`config.mk`:
```
export PLATFORM = sky130hd
export DESIGN_NAME = effective_address_decode
export DESIGN_NICKNAME = d
export VERILOG_FILES = /design/src/rtl/ea_decode_pkg.sv /design/src/rtl/access_correction.sv /design/src/rtl/effective_address_decode.sv
export SDC_FILE = /design/constraint.sdc
export NUM_CORES = 1
export LEC_CHECK = 0
export BUFFER_PORTS_ARGS = -buffer_cell sky130_fd_sc_hd__buf_2
export CAP_MARGIN = 20
export CORE_ASPECT_RATIO = 2
export CORE_MARGIN = 2
export CORE_UTILIZATION = 49
export DETAILED_ROUTE_END_ITERATION = 8
export PLACE_DENSITY = 0.79
export SETUP_SLACK_MARGIN = 0.4
export SYNTH_ARGS = -nofsm -noshare
export SYNTH_HDL_FRONTEND = slang
export SYNTH_HIERARCHICAL = 1
export SYNTH_SLANG_ARGS = --single-unit
```
`constraint.sdc`:
```
create_clock -name CORE_CLK -period 3.86 [get_ports CORE_CLK]
set_clock_uncertainty 0.1 [all_clocks]
set_input_delay 0.772 -clock CORE_CLK [delete_from_list [all_inputs] [get_ports CORE_CLK]]
set_output_delay 0.772 -clock CORE_CLK [all_outputs]
set_load 0.005 [all_outputs]
```
`src/rtl/ea_decode_pkg.sv`:
```
package ea_decode_pkg;
  // Field widths
  localparam int CODE_W = 5;
  localparam int CYC_W = 8;
  // Code range bounds
  localparam logic [4:0] CODE_REG_LAST = 5'h07;
  localparam logic [4:0] CODE_IND_FIRST = 5'h08;
  localparam logic [4:0] CODE_IND_LAST = 5'h0b;
  localparam logic [4:0] CODE_INC_FIRST = 5'h0c;
  localparam logic [4:0] CODE_INC_LAST = 5'h0f;
  localparam logic [4:0] CODE_D8_FIRST = 5'h10;
  localparam logic [4:0] CODE_D8_LAST = 5'h17;
  localparam logic [4:0] CODE_D16_FIRST = 5'h18;
  localparam logic [4:0] CODE_D16_LAST = 5'h1b;
  localparam logic [4:0] CODE_IDX0 = 5'h1c;
  localparam logic [4:0] CODE_IDX1 = 5'h1d;
  localparam logic [4:0] CODE_PCREL = 5'h1e;
  localparam logic [4:0] CODE_ABS = 5'h1f;
  // Index register for the indexed forms
  localparam logic [2:0] INDEX_REG = 3'h7;
  // Extension byte counts
  localparam logic [1:0] EXT_NONE = 2'h0;
  localparam logic [1:0] EXT_SHORT = 2'h1;
  localparam logic [1:0] EXT_WIDE = 2'h2;
  // Addressing-form cycles
  localparam logic [2:0] FORM_CYC_IND = 3'h1;
  localparam logic [2:0] FORM_CYC_INC = 3'h4;
  localparam logic [2:0] FORM_CYC_D8 = 3'h1;
  localparam logic [2:0] FORM_CYC_D16 = 3'h1;
  localparam logic [2:0] FORM_CYC_IDX = 3'h2;
  localparam logic [2:0] FORM_CYC_PCREL = 3'h2;
  localparam logic [2:0] FORM_CYC_ABS = 3'h1;
  // Pointer increments
  localparam logic [2:0] INC_BYTE = 3'h1;
  localparam logic [2:0] INC_WORD = 3'h2;
  localparam logic [2:0] INC_LONG = 3'h4;
  // Location corrections: byte, word, long
  localparam logic [2:0] CORR_ODD_RAM_W = 3'h1;
  localparam logic [2:0] CORR_ODD_RAM_L = 3'h2;
  localparam logic [2:0] CORR_EVEN_EXT_B = 3'h1;
  localparam logic [2:0] CORR_EVEN_EXT_W = 3'h1;
  localparam logic [2:0] CORR_EVEN_EXT_L = 3'h2;
  localparam logic [2:0] CORR_SLOW_B = 3'h1;
  localparam logic [2:0] CORR_SLOW_W = 3'h3;
  localparam logic [2:0] CORR_SLOW_L = 3'h6;

  typedef enum logic [1:0] {
    SIZE_BYTE = 2'h0,
    SIZE_WORD = 2'h1,
    SIZE_LONG = 2'h2
  } size_t;

  typedef enum logic [2:0] {
    LOC_REG = 3'h0,
    LOC_RAM_EVEN = 3'h1,
    LOC_RAM_ODD = 3'h2,
    LOC_EXT_EVEN = 3'h3,
    LOC_EXT_ODD = 3'h4,
    LOC_BUS8 = 3'h5
  } loc_t;

  typedef enum logic [7:0] {
    MODE_REG_DIRECT = 8'h01,
    MODE_INDIRECT = 8'h02,
    MODE_POST_INC = 8'h04,
    MODE_SHORT_OFS = 8'h08,
    MODE_WIDE_OFS = 8'h10,
    MODE_INDEXED = 8'h20,
    MODE_PC_REL = 8'h40,
    MODE_ABSOLUTE = 8'h80
  } mode_t;
endpackage : ea_decode_pkg

```
`src/rtl/access_correction.sv`:
```
`timescale 1ns/1ps
module access_correction (
  // Access
  input wire ea_decode_pkg::size_t size,
  input wire ea_decode_pkg::loc_t loc,
  // Result
  output logic [2:0] corr
);
  import ea_decode_pkg::*;

  always_comb begin
    corr = 3'h0;
    unique case (loc)
      LOC_REG, LOC_RAM_EVEN: corr = 3'h0;
      LOC_RAM_ODD: begin
        if (size == SIZE_WORD) corr = CORR_ODD_RAM_W;
        else if (size == SIZE_LONG) corr = CORR_ODD_RAM_L;
      end
      LOC_EXT_EVEN: begin
        if (size == SIZE_BYTE) corr = CORR_EVEN_EXT_B;
        else if (size == SIZE_WORD) corr = CORR_EVEN_EXT_W;
        else corr = CORR_EVEN_EXT_L;
      end
      LOC_EXT_ODD, LOC_BUS8: begin
        if (size == SIZE_BYTE) corr = CORR_SLOW_B;
        else if (size == SIZE_WORD) corr = CORR_SLOW_W;
        else corr = CORR_SLOW_L;
      end
      default: corr = 3'h0;
    endcase
  end
endmodule : access_correction

```
`src/rtl/effective_address_decode.sv`:
```
`timescale 1ns/1ps
module effective_address_decode (
  // Clock and reset
  input wire logic CORE_CLK,
  input wire logic RST_N,
  // Decode request
  input wire logic DEC_VALID,
  input wire logic [4:0] OPERAND_LOCATOR_FIELD,
  input wire ea_decode_pkg::size_t OPERAND_SIZE,
  input wire logic [3:0] BASE_LENGTH,
  input wire logic LENGTH_EXTENDABLE,
  input wire logic [5:0] BASE_CYCLES,
  input wire logic MEM_ACCESS,
  input wire ea_decode_pkg::loc_t OPERAND_LOC,
  // Decode result
  output logic RESULT_VALID,
  output ea_decode_pkg::mode_t MODE,
  output logic IS_MEMORY,
  output logic [2:0] BYTE_REGISTER,
  output logic [2:0] WORD_REGISTER,
  output logic [1:0] LONG_REGISTER,
  output logic [1:0] LOW_WORD_POINTER,
  output logic [2:0] INDEX_REGISTER,
  output logic USES_INDEX,
  output logic USES_PC,
  output logic [1:0] EXT_BYTES,
  output logic SHORT_OFFSET_FIELD,
  output logic WIDE_OFFSET_FIELD,
  output logic ABSOLUTE_16BIT_LOCATION,
  output logic [2:0] POST_INC_STEP,
  output logic [2:0] FORM_CYCLES,
  output logic [2:0] LOC_CORRECTION,
  output logic [4:0] TOTAL_LENGTH,
  output logic [7:0] TOTAL_CYCLES
);
  import ea_decode_pkg::*;

  // ----------------------------------------
  // Combinational decode
  // ----------------------------------------
  mode_t mode_d;
  logic [1:0] ext_d;
  logic [2:0] form_d;
  logic [2:0] inc_d;
  logic [2:0] corr;
  logic [2:0] corr_d;
  logic [4:0] code;

  assign code = OPERAND_LOCATOR_FIELD;

  always_comb begin
    mode_d = MODE_REG_DIRECT;
    ext_d = EXT_NONE;
    form_d = 3'h0;
    if (code <= CODE_REG_LAST) begin
      mode_d = MODE_REG_DIRECT;
    end else if (code <= CODE_IND_LAST) begin
      mode_d = MODE_INDIRECT;
      form_d = FORM_CYC_IND;
    end else if (code <= CODE_INC_LAST) begin
      mode_d = MODE_POST_INC;
      form_d = FORM_CYC_INC;
    end else if (code <= CODE_D8_LAST) begin
      mode_d = MODE_SHORT_OFS;
      ext_d = EXT_SHORT;
      form_d = FORM_CYC_D8;
    end else if (code <= CODE_D16_LAST) begin
      mode_d = MODE_WIDE_OFS;
      ext_d = EXT_WIDE;
      form_d = FORM_CYC_D16;
    end else if (code == CODE_IDX0 || code == CODE_IDX1) begin
      mode_d = MODE_INDEXED;
      form_d = FORM_CYC_IDX;
    end else if (code == CODE_PCREL) begin
      mode_d = MODE_PC_REL;
      ext_d = EXT_WIDE;
      form_d = FORM_CYC_PCREL;
    end else begin
      mode_d = MODE_ABSOLUTE;
      ext_d = EXT_WIDE;
      form_d = FORM_CYC_ABS;
    end
  end

  always_comb begin
    inc_d = 3'h0;
    if (mode_d == MODE_POST_INC) begin
      unique case (OPERAND_SIZE)
        SIZE_BYTE: inc_d = INC_BYTE;
        SIZE_WORD: inc_d = INC_WORD;
        SIZE_LONG: inc_d = INC_LONG;
        default: inc_d = 3'h0;
      endcase
    end
  end

  access_correction u_corr (
    .size(OPERAND_SIZE),
    .loc(OPERAND_LOC),
    .corr(corr)
  );

  // Register operands never need a correction
  assign corr_d = (MEM_ACCESS && code > CODE_REG_LAST) ? corr : 3'h0;

  // ----------------------------------------
  // Result registers
  // ----------------------------------------
  always_ff @(posedge CORE_CLK) begin
    if (!RST_N) begin
      RESULT_VALID <= 1'b0;
    end else begin
      RESULT_VALID <= DEC_VALID;
    end
  end

  always_ff @(posedge CORE_CLK) begin
    if (!RST_N) begin
      MODE <= MODE_REG_DIRECT;
      IS_MEMORY <= 1'b0;
      EXT_BYTES <= EXT_NONE;
      SHORT_OFFSET_FIELD <= 1'b0;
      WIDE_OFFSET_FIELD <= 1'b0;
      ABSOLUTE_16BIT_LOCATION <= 1'b0;
      USES_INDEX <= 1'b0;
      USES_PC <= 1'b0;
    end else if (DEC_VALID) begin
      MODE <= mode_d;
      IS_MEMORY <= (code >= CODE_IND_FIRST);
      EXT_BYTES <= ext_d;
      SHORT_OFFSET_FIELD <= (mode_d == MODE_SHORT_OFS);
      WIDE_OFFSET_FIELD <= (mode_d == MODE_WIDE_OFS) || (mode_d == MODE_PC_REL);
      ABSOLUTE_16BIT_LOCATION <= (mode_d == MODE_ABSOLUTE);
      USES_INDEX <= (mode_d == MODE_INDEXED);
      USES_PC <= (mode_d == MODE_PC_REL);
    end
  end

  // Register selection per operand size
  always_ff @(posedge CORE_CLK) begin
    if (!RST_N) begin
      BYTE_REGISTER <= 3'h0;
      WORD_REGISTER <= 3'h0;
      LONG_REGISTER <= 2'h0;
      LOW_WORD_POINTER <= 2'h0;
      INDEX_REGISTER <= 3'h0;
    end else if (DEC_VALID) begin
      BYTE_REGISTER <= code[2:0];
      WORD_REGISTER <= code[2:0];
      LONG_REGISTER <= code[2:1];
      if (mode_d == MODE_INDEXED) begin
        LOW_WORD_POINTER <= {1'b0, code[0]};
      end else begin
        LOW_WORD_POINTER <= code[1:0];
      end
      INDEX_REGISTER <= (mode_d == MODE_INDEXED) ? INDEX_REG : 3'h0;
    end
  end

  // Length and cycle totals
  always_ff @(posedge CORE_CLK) begin
    if (!RST_N) begin
      POST_INC_STEP <= 3'h0;
      FORM_CYCLES <= 3'h0;
      LOC_CORRECTION <= 3'h0;
      TOTAL_LENGTH <= 5'h00;
      TOTAL_CYCLES <= 8'h00;
    end else if (DEC_VALID) begin
      POST_INC_STEP <= inc_d;
      FORM_CYCLES <= form_d;
      LOC_CORRECTION <= corr_d;
      if (LENGTH_EXTENDABLE) begin
        TOTAL_LENGTH <= {1'b0, BASE_LENGTH} + {3'h0, ext_d};
      end else begin
        TOTAL_LENGTH <= {1'b0, BASE_LENGTH};
      end
      TOTAL_CYCLES <= {2'h0, BASE_CYCLES} + {5'h00, form_d} + {5'h00, corr_d};
    end
  end
endmodule : effective_address_decode

```
==> metrics.yaml <==
final_layout:
  final_cell_mix: "buf_2 (75), dfxtp_1 (40), a21oi_1 (21)"
  num-nets-final: 323
  antennaDiodeCount: 0
  layout.cells.non_filler: 339
  fillers: 402
  fin_area_sq_um: 2400
  area_growth_pct: 18.18
  multiInputGateArea_sq_um: 1017
  seq_area_sq_um: 800.8
  drive_gt1_share_pct: 30.31
  final_util_pct: 59.31
  final_common_cell: "buf_2"
clock_network:
  clkTransAtPathRegs_ps: 70
  clock-sinks: 40
  ctsResizeCount: 0
  cts_tree: "built"
  h-tree-depth: 2
  cts_buffers: 5
  worstSkewPairLatency_ps: 280
  cts_setup_buffers: 0
  ctsHoldBuffers: 0
  cts_root_buf: "clkbuf_8"
  clk_path_buf_depth: 2
route:
  routedWlPerCell_microns: 13.42
  drc: 0
  drt_pass1_iterations: 5
  ant_nets: 0
  vias: 1761
  drt_wl_total_microns: 4548
  drtIter0Drc: 36
  viasPerCell: 5.195
outcome:
  status: "finished, final reports clean"
floorplan:
  dieArea_sq_um: 4706
  num_rows: 33
  ios: 77
  die_w_microns: 49.52
  die_h_microns: 95.04
  start_util_pct: 50.19
  core_sq_um: 4046
place:
  pre_cts_slack_ps: 622.9
  gp_congestion: 0.7999
  hpwl_microns: 3393
  dp.cells: 332
  port_buffers: 75
  dpl_cell_area_sq_um: 2322
timing:
  fin_crit_ps: 2939
  fmax_mhz: 340.3
  finalHoldViolations: 0
  max_slew.worst_pin.slew_ps: 718.5
  setup_ws_ps: 921.0
  setup_viol_count_final: 0
  tns_ps: 0
  hold_ws_ps: 359.2
  finalMaxSlewViolations: 0
  period_share_pct: 76.14
  rsz0062_at_grt: "no"
  max_slew_margin_pct: 52.05
synthesis:
  yosysSeqAreaShare_pct: 39.43
  syn_area_sq_um: 2031
  synthDistinctLibCells: 47
  synth_area_per_cell_sq_um: 8.907
  ys_seq_elements: 40
  synth-main-ff-cell: "dfxtp_1"
  syn-num-nets: 264
  syn_inst: 228
  synth-edff-count: 0
  synth_warnings: 6
  async_reset_ff_share_pct: 0
setup_path:
  end_kind: "flip-flop"
  crit_family: "adder cells"
  cp-start-kind: "input pin"
  crit_chain: "buf_2 -> inv_1 -> ha_1 -> a21oi_1 -> nor3_1 -> o211a_1 -> fa_1 -> ha_1 -> inv_1 -> fa_1 -> nor2b_1 -> o21a_1 -> o211ai_1"
  worstPathMaxFanout: 4
  cp.required_ps: 3930
  max_stage_delay_ps: 480
  critPathKind: "in -> reg"
  crit_path_top_delay_cell: "fa_1"
  worstPathArrival_ps: 3010
  path_buf_inv: 3
global_route:
  gr-total-overflow: 0
  grt_max_degree: 42
  grt_pass1_wl_microns: 7176
  grt_use_total_pct: 20.00
  antenna_found_initial: 0
  first_global_vias: 1635
power_and_ir_drop:
  power_density_nw_per_um2: 345.8
  p_leak_nw: 1.163
  irDropWorstVdd_mv: 0.2889
  p_total_mw: 0.8298
run:
  max_cap_viol_count: 0
hold_path:
  hold_class: "reg -> reg"
-- worst min-delay path: stages (launching register included) --
cell and delay (ps):
dfxtp_1 310, nand2_1 60, a21oi_1 50
-- layout make-up --
type / count / area share, %
Sequential cell: 40 / 33.37
Timing Repair Buffer: 77 / 16.27
Clock inverter: 1 / 0.2086
Tap cell: 52 / 2.711
Multi-Input combinational cell: 150 / 42.39
Inverter: 13 / 2.033
Clock buffer: 6 / 3.024
-- routing by layer --
layer	vias to the layer above	part of all wire [%]	GRT usage, %
met5	-	0	0
met4	0	3.3	12.27
met3	11	4.6	3.918
met2	50	55	36.78
met1	820	37	20.18
li1	880	-	-
-- final timing paths --
kind                                   startpoint  cells after the start                end  slack, ps
worst max-delay path               OPERAND_LOC[1]                     13    TOTAL_CYCLES[5]        920
worst min-delay path             POST_INC_STEP[1]                      2   POST_INC_STEP[1]        360
worst max register to register  WIDE_OFFSET_FIELD                      2  WIDE_OFFSET_FIELD       2980
worst min register to register   POST_INC_STEP[1]                      2   POST_INC_STEP[1]        360
-- power breakdown --
part | internal, mW | switching [mW]
Combinational | 0.0592 | 0.0734
Sequential | 0.431 | 0.00975
Clock | 0.123 | 0.134
Total | 0.613 | 0.217
-- kinds of logic after synthesis --
| logic type | synth area share (%) |
|---|---|
| buf+inv | 10.47 |
| other cells | 0.1847 |
| mux | 3.512 |
| simple gates | 19.04 |
| xor+xnor | 0.8628 |
| compound gates | 17.87 |
| fa+ha+maj | 8.626 |
| flops | 39.43 |
-- cell usage after synthesis (all sizes together), types with 5 or more instances --
cell type,count,area share (%)
dfxtp,40,39
buf,23,7.7
a21oi,21,5.2
nand2,18,3.3
nor2,15,2.8
nor2b,14,4.3
inv,12,2.2
o21a,9,3.3
nand3,8,2.0
ha,6,3.7
mux2i,6,3.0
a211oi,5,1.8
fa,5,4.9
nor3,5,1.2
-- sequential cells by signal, indices dropped and copies added, names as in the netlist, 2 cells and up --
signal,cells
LOC_CORRECTION,3
POST_INC_STEP,3
TOTAL_LENGTH,5
MODE,8
TOTAL_CYCLES,7
FORM_CYCLES,2
WORD_REGISTER,3
Note: power is estimated with default switching activity, not from simulation.
